==> src/logic/msr_regs.vh <==
// Notes on behaviour
// - command recognised by opcode 1Ah, six bytes
// - block-descriptor disable bit ignored entirely
// - pc 0: current, else saved, else defaults
// - pc 1: changeable mask, real code/length
// - pc 2: defaults, unsupported parameters zero
// - pc 3: saved values, defaults if none
// - six page selectors; 3Fh sends all ascending
// - zero allocation length transfers no bytes
// - stop at smaller of reply, allocation
// - four-byte header, byte 0 length minus three
// - page code 1Dh, bit 6 zero
// - parameters-savable bit set to one
// - page length byte says eighteen follow
// - field order fixed, transport count one except under pc 1
`ifndef MSR_REGS_VH
`define MSR_REGS_VH

// ----------------------------------------------------------------
// command decode
// ----------------------------------------------------------------
`define MSR_OPCODE 8'h1A
`define MSR_SEL_ALL 6'h3F
`define MSR_PC_CUR 2'h0
`define MSR_PC_CHG 2'h1
`define MSR_PC_DFLT 2'h2
`define MSR_PC_SAVED 2'h3

// ----------------------------------------------------------------
// page codes and full page lengths (code and length bytes included)
// ----------------------------------------------------------------
`define MSR_PG_EAA 8'h1D
`define MSR_PG_TGEO 8'h1E
`define MSR_PG_DCAP 8'h1F
`define MSR_PG_LCD 8'h22
`define MSR_PG_CFG 8'h3D
`define MSR_PG_EXT 8'h3E
`define MSR_LEN_EAA 9'h014
`define MSR_LEN_TGEO 9'h004
`define MSR_LEN_DCAP 9'h014
`define MSR_LEN_LCD 9'h054
`define MSR_LEN_CFG 9'h010
`define MSR_LEN_EXT 9'h022
`define MSR_HDR_LEN 9'h004
`define MSR_LEN_ALL (`MSR_LEN_EAA + `MSR_LEN_TGEO + `MSR_LEN_DCAP + `MSR_LEN_LCD + `MSR_LEN_CFG + `MSR_LEN_EXT)

// ----------------------------------------------------------------
// element address assignment page layout
// ----------------------------------------------------------------
`define MSR_EAA_BYTE0 8'h9D
`define MSR_EAA_PLEN 8'h12
`define MSR_EAA_FIRST 7'h02
`define MSR_EAA_LAST 7'h11
`define MSR_EAA_XCNT_HI 4'h2
`define MSR_EAA_XCNT_LO 4'h3

// ----------------------------------------------------------------
// default field values, high byte first per field
// ----------------------------------------------------------------
`define MSR_DF_XADDR 16'h0000
`define MSR_DF_XCNT 16'h0001
`define MSR_DF_SADDR 16'h0100
`define MSR_DF_SCNT 16'h0010
`define MSR_DF_IADDR 16'h0200
`define MSR_DF_ICNT 16'h0001
`define MSR_DF_DADDR 16'h0300
`define MSR_DF_DCNT 16'h0002
// changeable masks: start addresses may be altered, counts may not
`define MSR_CHG_ADDR 16'hFFFF
`define MSR_CHG_CNT 16'h0000

`endif

==> src/logic/msr_fifo.v <==
`timescale 1ns/100ps
// ----------------------------------------------------------------
// reply byte fifo with registered head stage
// ----------------------------------------------------------------
module msr_fifo #(
  parameter WIDTH = 8,
  parameter DEPTH = 8,
  parameter AW = 3
) (
  input wire clk,
  input wire arst_n,
  input wire in_valid,
  input wire [WIDTH-1:0] in_data,
  output wire in_ready,
  output reg out_valid_q,
  output reg [WIDTH-1:0] out_data_q,
  input wire out_ready,
  output wire idle
);
  reg [WIDTH-1:0] mem [0:DEPTH-1];
  reg [AW-1:0] wr_ptr_q;
  reg [AW-1:0] rd_ptr_q;
  reg [AW:0] cnt_q;
  wire push;
  wire pop;

  // head register keeps the output straight off a flop
  assign in_ready = (cnt_q != DEPTH[AW:0]);
  assign push = in_valid && in_ready;
  assign pop = (cnt_q != {(AW+1){1'b0}}) && (!out_valid_q || out_ready);
  assign idle = (cnt_q == {(AW+1){1'b0}}) && !out_valid_q;

  // storage array needs no reset, only pointers, count and head stage do
  always @(posedge clk)
  begin
    if (push)
      mem[wr_ptr_q] <= in_data;
  end

  // pointers, count and head stage
  always @(posedge clk or negedge arst_n)
  begin
    if (!arst_n)
    begin
      wr_ptr_q <= {AW{1'b0}};
      rd_ptr_q <= {AW{1'b0}};
      cnt_q <= {(AW+1){1'b0}};
      out_valid_q <= 1'b0;
      out_data_q <= {WIDTH{1'b0}};
    end
    else
    begin
      if (push)
        wr_ptr_q <= wr_ptr_q + {{(AW-1){1'b0}}, 1'b1};
      if (pop)
      begin
        rd_ptr_q <= rd_ptr_q + {{(AW-1){1'b0}}, 1'b1};
        out_data_q <= mem[rd_ptr_q];
        out_valid_q <= 1'b1;
      end
      else if (out_ready)
        out_valid_q <= 1'b0;
      if (push && !pop)
        cnt_q <= cnt_q + {{AW{1'b0}}, 1'b1};
      else if (pop && !push)
        cnt_q <= cnt_q - {{AW{1'b0}}, 1'b1};
    end
  end
endmodule // msr_fifo

==> src/logic/msr_page_mem.v <==
`timescale 1ns/100ps
// ----------------------------------------------------------------
// two banks of 16 page body bytes: 0 current, 1 saved
// ----------------------------------------------------------------
module msr_page_mem (
  input wire clk,
  input wire arst_n,
  input wire wr_en,
  input wire [4:0] wr_addr,
  input wire [7:0] wr_data,
  input wire [4:0] rd_addr,
  output reg [7:0] rd_data_q
);
  reg [7:0] mem [0:31];

  // write port
  always @(posedge clk)
  begin
    if (wr_en)
      mem[wr_addr] <= wr_data;
  end

  // registered read, one cycle after the address
  always @(posedge clk or negedge arst_n)
  begin
    if (!arst_n)
      rd_data_q <= 8'h00;
    else
      rd_data_q <= mem[rd_addr];
  end
endmodule // msr_page_mem

==> src/logic/msr_responder.v <==
`timescale 1ns/100ps
`include "msr_regs.vh"
// ----------------------------------------------------------------
// mode sense reply builder
// ----------------------------------------------------------------
module msr_responder (
  input wire clk,
  input wire arst_n,
  input wire cdb_valid,
  input wire [7:0] cdb_b0,
  input wire [7:0] cdb_b2,
  input wire [7:0] cdb_b4,
  input wire bus_reset,
  input wire pg_wr_en,
  input wire pg_wr_bank,
  input wire [3:0] pg_wr_addr,
  input wire [7:0] pg_wr_data,
  input wire [7:0] ext_byte,
  output reg [7:0] ext_page_q,
  output reg [6:0] ext_idx_q,
  output reg [1:0] ext_pc_q,
  output reg busy_q,
  output reg cmd_done_q,
  output reg cmd_reject_q,
  output wire [7:0] out_data,
  output wire out_valid,
  input wire out_ready
);
  localparam ST_IDLE = 2'b00;
  localparam ST_FETCH = 2'b01;
  localparam ST_PUSH = 2'b10;
  localparam ST_DRAIN = 2'b11;

  // ----------------------------------------------------------------
  // page tables
  // ----------------------------------------------------------------
  // selector to page slot; 6 means all pages, 7 unsupported
  function [2:0] sel_slot;
    input [5:0] sel;
    begin
      case ({2'b00, sel})
        `MSR_PG_EAA: sel_slot = 3'd0;
        `MSR_PG_TGEO: sel_slot = 3'd1;
        `MSR_PG_DCAP: sel_slot = 3'd2;
        `MSR_PG_LCD: sel_slot = 3'd3;
        `MSR_PG_CFG: sel_slot = 3'd4;
        `MSR_PG_EXT: sel_slot = 3'd5;
        {2'b00, `MSR_SEL_ALL}: sel_slot = 3'd6;
        default: sel_slot = 3'd7;
      endcase
    end
  endfunction

  // slots are numbered in ascending page code order
  function [7:0] slot_code;
    input [2:0] slot;
    begin
      case (slot)
        3'd0: slot_code = `MSR_PG_EAA;
        3'd1: slot_code = `MSR_PG_TGEO;
        3'd2: slot_code = `MSR_PG_DCAP;
        3'd3: slot_code = `MSR_PG_LCD;
        3'd4: slot_code = `MSR_PG_CFG;
        default: slot_code = `MSR_PG_EXT;
      endcase
    end
  endfunction

  function [8:0] slot_len;
    input [2:0] slot;
    begin
      case (slot)
        3'd0: slot_len = `MSR_LEN_EAA;
        3'd1: slot_len = `MSR_LEN_TGEO;
        3'd2: slot_len = `MSR_LEN_DCAP;
        3'd3: slot_len = `MSR_LEN_LCD;
        3'd4: slot_len = `MSR_LEN_CFG;
        3'd5: slot_len = `MSR_LEN_EXT;
        default: slot_len = `MSR_LEN_ALL;
      endcase
    end
  endfunction

  // default body byte k, high byte of each field first
  function [7:0] eaa_dflt;
    input [3:0] k;
    reg [15:0] f;
    begin
      case (k[3:1])
        3'd0: f = `MSR_DF_XADDR;
        3'd1: f = `MSR_DF_XCNT;
        3'd2: f = `MSR_DF_SADDR;
        3'd3: f = `MSR_DF_SCNT;
        3'd4: f = `MSR_DF_IADDR;
        3'd5: f = `MSR_DF_ICNT;
        3'd6: f = `MSR_DF_DADDR;
        default: f = `MSR_DF_DCNT;
      endcase
      eaa_dflt = k[0] ? f[7:0] : f[15:8];
    end
  endfunction

  // odd fields are counts, even fields are addresses
  function [7:0] eaa_mask;
    input [3:0] k;
    reg [15:0] f;
    begin
      f = k[1] ? `MSR_CHG_CNT : `MSR_CHG_ADDR;
      eaa_mask = k[0] ? f[7:0] : f[15:8];
    end
  endfunction

  // ----------------------------------------------------------------
  // state
  // ----------------------------------------------------------------
  reg [1:0] st_q;
  reg [2:0] slot_q;
  reg [2:0] slot_last_q;
  reg [6:0] pos_q;
  reg hdr_q;
  reg [1:0] pc_q;
  reg [8:0] total_q;
  reg [8:0] limit_q;
  reg [8:0] sent_q;
  reg cur_valid_q;
  reg saved_valid_q;
  reg [7:0] byte_d;
  wire [2:0] sel;
  wire [8:0] reply_len;
  wire [6:0] k7;
  wire use_dflt;
  wire bank;
  wire [7:0] mem_rd;
  wire fifo_ready;
  wire fifo_idle;
  wire push;
  wire [8:0] sent_d;

  // cdb byte 1 (block descriptor disable) is not taken at all
  assign sel = sel_slot(cdb_b2[5:0]);
  assign reply_len = `MSR_HDR_LEN + slot_len(sel);
  assign k7 = pos_q - `MSR_EAA_FIRST;
  // defaults stand in where no current or saved copy exists
  assign use_dflt = (pc_q == `MSR_PC_DFLT)
    || (pc_q == `MSR_PC_CUR && !cur_valid_q && !saved_valid_q)
    || (pc_q == `MSR_PC_SAVED && !saved_valid_q);
  assign bank = !(pc_q == `MSR_PC_CUR && cur_valid_q);
  assign push = (st_q == ST_PUSH) && fifo_ready;
  assign sent_d = sent_q + 9'h001;

  msr_page_mem u_mem (
    .clk(clk),
    .arst_n(arst_n),
    .wr_en(pg_wr_en),
    .wr_addr({pg_wr_bank, pg_wr_addr}),
    .wr_data(pg_wr_data),
    .rd_addr({bank, k7[3:0]}),
    .rd_data_q(mem_rd)
  );

  msr_fifo #(
    .WIDTH(8),
    .DEPTH(8),
    .AW(3)
  ) u_fifo (
    .clk(clk),
    .arst_n(arst_n),
    .in_valid(push),
    .in_data(byte_d),
    .in_ready(fifo_ready),
    .out_valid_q(out_valid),
    .out_data_q(out_data),
    .out_ready(out_ready),
    .idle(fifo_idle)
  );

  // ----------------------------------------------------------------
  // reply byte for the current position
  // ----------------------------------------------------------------
  always @*
  begin
    byte_d = 8'h00;
    if (hdr_q)
    begin
      if (pos_q == 7'h00)
        byte_d = total_q[7:0] - 8'h03;
    end
    else if (slot_q == 3'd0)
    begin
      if (pos_q == 7'h00)
        byte_d = `MSR_EAA_BYTE0;
      else if (pos_q == 7'h01)
        byte_d = `MSR_EAA_PLEN;
      else if (pos_q >= `MSR_EAA_FIRST && pos_q <= `MSR_EAA_LAST)
      begin
        // body bytes in fixed field order; 18 and 19 stay zero
        if (pc_q == `MSR_PC_CHG)
          byte_d = eaa_mask(k7[3:0]);
        else if (k7[3:0] == `MSR_EAA_XCNT_HI)
          byte_d = 8'h00;
        else if (k7[3:0] == `MSR_EAA_XCNT_LO)
          byte_d = 8'h01;
        else if (use_dflt)
          byte_d = eaa_dflt(k7[3:0]);
        else
          byte_d = mem_rd;
      end
    end
    else
      byte_d = ext_byte;
  end

  // ----------------------------------------------------------------
  // value-validity flags
  // ----------------------------------------------------------------
  // a write sets its flag and wins over a bus reset in the same cycle
  always @(posedge clk or negedge arst_n)
  begin
    if (!arst_n)
    begin
      cur_valid_q <= 1'b0;
      saved_valid_q <= 1'b0;
    end
    else
    begin
      if (pg_wr_en && !pg_wr_bank)
        cur_valid_q <= 1'b1;
      else if (bus_reset)
        cur_valid_q <= 1'b0;
      if (pg_wr_en && pg_wr_bank)
        saved_valid_q <= 1'b1;
    end
  end

  // ----------------------------------------------------------------
  // command sequencer
  // ----------------------------------------------------------------
  // one byte every two cycles at best; the fifo hides the gaps
  always @(posedge clk or negedge arst_n)
  begin
    if (!arst_n)
    begin
      st_q <= ST_IDLE;
      slot_q <= 3'd0;
      slot_last_q <= 3'd0;
      pos_q <= 7'h00;
      hdr_q <= 1'b0;
      pc_q <= 2'h0;
      total_q <= 9'h000;
      limit_q <= 9'h000;
      sent_q <= 9'h000;
      busy_q <= 1'b0;
      cmd_done_q <= 1'b0;
      cmd_reject_q <= 1'b0;
      ext_page_q <= 8'h00;
      ext_idx_q <= 7'h00;
      ext_pc_q <= 2'h0;
    end
    else
    begin
      cmd_done_q <= 1'b0;
      cmd_reject_q <= 1'b0;
      case (st_q)
        ST_IDLE:
        begin
          if (cdb_valid)
          begin
            if (cdb_b0 != `MSR_OPCODE || sel == 3'd7)
              cmd_reject_q <= 1'b1;
            else if (cdb_b4 == 8'h00)
              cmd_done_q <= 1'b1;
            else
            begin
              pc_q <= cdb_b2[7:6];
              ext_pc_q <= cdb_b2[7:6];
              slot_q <= (sel == 3'd6) ? 3'd0 : sel;
              slot_last_q <= (sel == 3'd6) ? 3'd5 : sel;
              total_q <= reply_len;
              // truncate at the smaller of reply and allocation
              limit_q <= (reply_len < {1'b0, cdb_b4}) ? reply_len : {1'b0, cdb_b4};
              sent_q <= 9'h000;
              hdr_q <= 1'b1;
              pos_q <= 7'h00;
              busy_q <= 1'b1;
              st_q <= ST_FETCH;
            end
          end
        end
        ST_FETCH:
        begin
          ext_page_q <= slot_code(slot_q);
          ext_idx_q <= pos_q;
          st_q <= ST_PUSH;
        end
        ST_PUSH:
        begin
          if (push)
          begin
            sent_q <= sent_d;
            if (sent_d == limit_q || (!hdr_q && slot_q == slot_last_q
                && {2'b00, pos_q} == slot_len(slot_q) - 9'h001))
              st_q <= ST_DRAIN;
            else
            begin
              st_q <= ST_FETCH;
              if (hdr_q && pos_q == 7'h03)
              begin
                hdr_q <= 1'b0; // pages follow from byte 4
                pos_q <= 7'h00;
              end
              else if (!hdr_q && {2'b00, pos_q} == slot_len(slot_q) - 9'h001)
              begin
                slot_q <= slot_q + 3'd1;
                pos_q <= 7'h00;
              end
              else
                pos_q <= pos_q + 7'h01;
            end
          end
        end
        ST_DRAIN:
        begin
          // done only once the last byte has left the head stage
          if (fifo_idle)
          begin
            cmd_done_q <= 1'b1;
            busy_q <= 1'b0;
            st_q <= ST_IDLE;
          end
        end
        default:
          st_q <= ST_IDLE;
      endcase
    end
  end
endmodule // msr_responder

==> config.mk <==
export PLATFORM = sky130hd
export DESIGN_NAME = msr_responder
export DESIGN_NICKNAME = d
export VERILOG_FILES = /design/src/logic/msr_fifo.v /design/src/logic/msr_page_mem.v /design/src/logic/msr_responder.v
export VERILOG_INCLUDE_DIRS = /design/src /design/src/logic
export SDC_FILE = /design/constraint.sdc
export NUM_CORES = 1
export LEC_CHECK = 0
export ABC_AREA = 0
export BUFFER_PORTS_ARGS = -buffer_cell sky130_fd_sc_hd__buf_2
export CORE_ASPECT_RATIO = 0.7
export CORE_MARGIN = 2
export CORE_UTILIZATION = 55
export CTS_CLUSTER_DIAMETER = 150
export DETAILED_ROUTE_END_ITERATION = 7
export PLACE_DENSITY = 0.72
export SKIP_LAST_GASP = 1
export SYNTH_ARGS = -nofsm -noshare
export SYNTH_HDL_FRONTEND = slang
export SYNTH_SLANG_ARGS = --single-unit
export TNS_END_PERCENT = 20
==> constraint.sdc <==
create_clock -name clk -period 4.21 [get_ports clk]
set_input_delay 0.842 -clock clk [delete_from_list [all_inputs] [get_ports clk]]
set_output_delay 0.842 -clock clk [all_outputs]
set_load 0.01 [all_outputs]
==> flow_summary.json <==
{
  "status": "complete, no violations",
  "drive_above_1_share": 0.241,
  "p_per_area_nw_per_um2": 617,
  "crit_fanout": 11,
  "synthTopCellsByArea": "edfxtp_1 (54%), mux4_2 (12%), dfrtp_1 (12%), ha_1 (2.7%), nor2_1 (2.0%)",
  "grt_pass1_wl_mm": 57.9,
  "ios": 80,
  "synth_xor_area_frac": 0.0123,
  "slew_viol_final": 0,
  "initial_core_util": 0.555,
  "arrival_ns": 4.31,
  "slowest_stage": "dfrtp_1",
  "fin_skew_ns": 0.0263,
  "hold_violations": 0,
  "pre_cts_ws_ns": 0.338,
  "place_area_um2": 18600,
  "synth_seq_cells": 404,
  "clock_latency_ns": 0.55,
  "fmax_ghz": 0.258,
  "hp-class": "input port to async pin",
  "highest_layer": "met4",
  "maxCapViolCount": 0,
  "synthSimpleGateAreaFrac": 0.0708,
  "yosysUniqueCellTypes": 79,
  "synth-compound-area-share": 0.0595,
  "setup-tns-final_ns": 0,
  "grt_pass1_vias": 9727,
  "mostFrequentLayoutCells": "edfxtp_1 (320), mux4_2 (96), nor2_1 (94)",
  "drtPass1Iterations": 5,
  "synthCells": 1115,
  "io_buffers": 77,
  "synth.avg_cell_area_um2": 16.0,
  "routed_via_density": 6.04,
  "timing.final.ws_setup_ns": 0.328,
  "p_switching_w": 0.00386,
  "drc": 0,
  "setup_viol": 0,
  "wl_met1_mm": 17.7,
  "crit_chain": "ha_1 > ha_1 > o21bai_1 > a21oi_1 > ha_1 > ha_1 > xnor2_1 > or3_1 > a211o_4 > o22ai_2 > buf_4 > nor2_1 > a32o_1",
  "hpwlAfterDp_mm": 24.9,
  "layout.cell_area.non_filler_um2": 19800,
  "start_kind": "flop",
  "vias": 9993,
  "htreeDepth": 2,
  "synth_fa_ha_area_frac": 0.0278,
  "synth_top_area_frac": 0.540,
  "finalNonFillerCells": 1654,
  "cts_buffers": 38,
  "p_comb_frac": 0.310,
  "yosysSeqAreaShare": 0.658,
  "syn-cell-area_um2": 17800,
  "ff2ff_path_depth": 13,
  "synth_edf_count": 320,
  "clockBufferDepth": 3,
  "crit_top_cell": "ha_1",
  "synthToLayoutAreaGrowth_pct": 11.1,
  "slowest_delay_ns": 0.54,
  "overflow": 0,
  "ys_warn_count": 0,
  "ys.flop_type": "edfxtp_1",
  "p_leak_nw": 6.97,
  "clockPowerShare": 0.270,
  "wl_per_cell_um": 22.7,
  "num_antenna_cells": 0,
  "period_needed_ns": 3.88,
  "grt_usage": 0.228,
  "final.period_utilization": 0.922,
  "worstPathRequired_ns": 4.63,
  "cts.sinks": 404,
  "antenna_found_initial": 0,
  "postCtsResizedCells": 0,
  "core_um2": 32100,
  "tightest_slew_ns": 1.12,
  "cp-end-kind": "flop",
  "dieArea_um2": 33800,
  "async_flop_share": 0.208,
  "seqPwrFrac": 0.419,
  "die_w_um": 219,
  "route.met2.wl_mm": 16.5,
  "die_h_um": 155,
  "clkTransAtPathRegs_ns": 0.07,
  "rsz0062_at_grt": "no",
  "path_class": "flop to flop",
  "synth_top_family_by_area": "multiplexers",
  "vdd_drop_max_v": 0.000393,
  "slew_headroom": 0.249,
  "p_int_w": 0.00833,
  "cts_tree": "built",
  "drt_iter0_drc": 1011,
  "finalWeightedCongestion": 0.860,
  "switching_share": 0.317,
  "wl_mm": 37.6,
  "grt_max_degree": 58,
  "hold_buffers": 0,
  "num-nets-final": 1288,
  "yosysTopAreaCell": "edfxtp_1",
  "place_inst": 1585,
  "yosys-mux-area-fraction": 0.144,
  "clock-root-buffer": "clkbuf_16",
  "post_cts_buffers": 0,
  "rows": 55,
  "dr_wl_met3_mm": 2.73,
  "final_antenna_net_count": 0,
  "fin_util": 0.617,
  "final_common_cell": "edfxtp_1"
}
per-stage QoR:
step                hold WS [ns]  total power [W]
floorplan                  0.451          0.00783
global placement           0.474          0.00887
detailed placement         0.481          0.00897
CTS                        0.393           0.0122
global route               0.423           0.0128
finish                     0.383           0.0122
per-layer routing:
layer | global-route usage | up-vias
met5 | 0 | -
met4 | 0.0557 | 0
met3 | 0.0537 | 56
met2 | 0.319 | 342
met1 | 0.365 | 5088
li1 | - | 4507
critical path: cells and delay by family, from the launching register on:
kind	cells	cell delay, ns
simple gates	2	0.42
xor+xnor	1	0.08
fa+ha+maj	4	1.10
compound gates	5	1.41
flops	1	0.54
buf+inv	1	0.22
worst paths after layout:
check,from,endpoint,slack [ns]
max in group asynchronous,arst_n,slot_q[0],2.93
setup / recovery,slot_q[1],pos_q[5],0.33
hold reg to reg,saved_valid_q,saved_valid_q,0.49
min in group clk,saved_valid_q,saved_valid_q,0.49
setup reg to reg,slot_q[1],pos_q[5],0.33
hold / removal,arst_n,u_mem.rd_data_q[0],0.38
state kept, by name, indices dropped and copies added (netlist names), 3 cells and up:
register and flops:
total_q 6, u_fifo.rd_ptr_q 3, ext_idx_q 7, limit_q 8
u_mem.mem 256, pos_q 7, slot_last_q 3, u_mem.rd_data_q 8
u_fifo.cnt_q 4, u_fifo.mem 64, u_fifo.wr_ptr_q 3, u_fifo.out_data_q 8
slot_q 3, sent_q 9, ext_page_q 4
power groups by stage:
stage | logic [W] | clock network [W] | registers, W
6_report | 0.00378 | 0.00329 | 0.00511
4_1_cts | 0.00378 | 0.00333 | 0.00512
3_5_place_dp | 0.00376 | 0 | 0.00520
2_1_floorplan | 0.00282 | 0 | 0.00501
5_1_grt | 0.00409 | 0.00351 | 0.00517
3_3_place_gp | 0.00368 | 0 | 0.00519
cells by family (layout without fill, tap and decap cells):
group | Yosys count | in the layout
mux | 134 | 134
compound gates | 160 | 160
flops | 404 | 404
fa+ha+maj | 39 | 39
simple gates | 254 | 254
xor+xnor | 25 | 25
other cells | 1 | 2
buf+inv | 98 | 209
cell usage after synthesis (all sizes together), types with 9 or more instances:
master and instances:
xor2 12, a21oi 39, xnor2 13, nor3 9
mux2 19, ha 38, mux2i 19, clkbuf 33
nor2b 9, buf 28, nand2 63, edfxtp 320
nand3 19, inv 37, dfrtp 84, nor2 94
o21ai 42, mux4 96
layout make-up:
| type | count | area [um2] |
|---|---|---|
| clock buffer | 49 | 1020 |
| inverter | 37 | 139 |
| fill | 2379 | 12300 |
| sequential | 404 | 11700 |
| clock inverter | 20 | 163 |
| multi-input combinational | 614 | 5610 |
| tap | 427 | 534 |
| timing repair buffer | 103 | 583 |
Power figures use the tool's default switching activity.
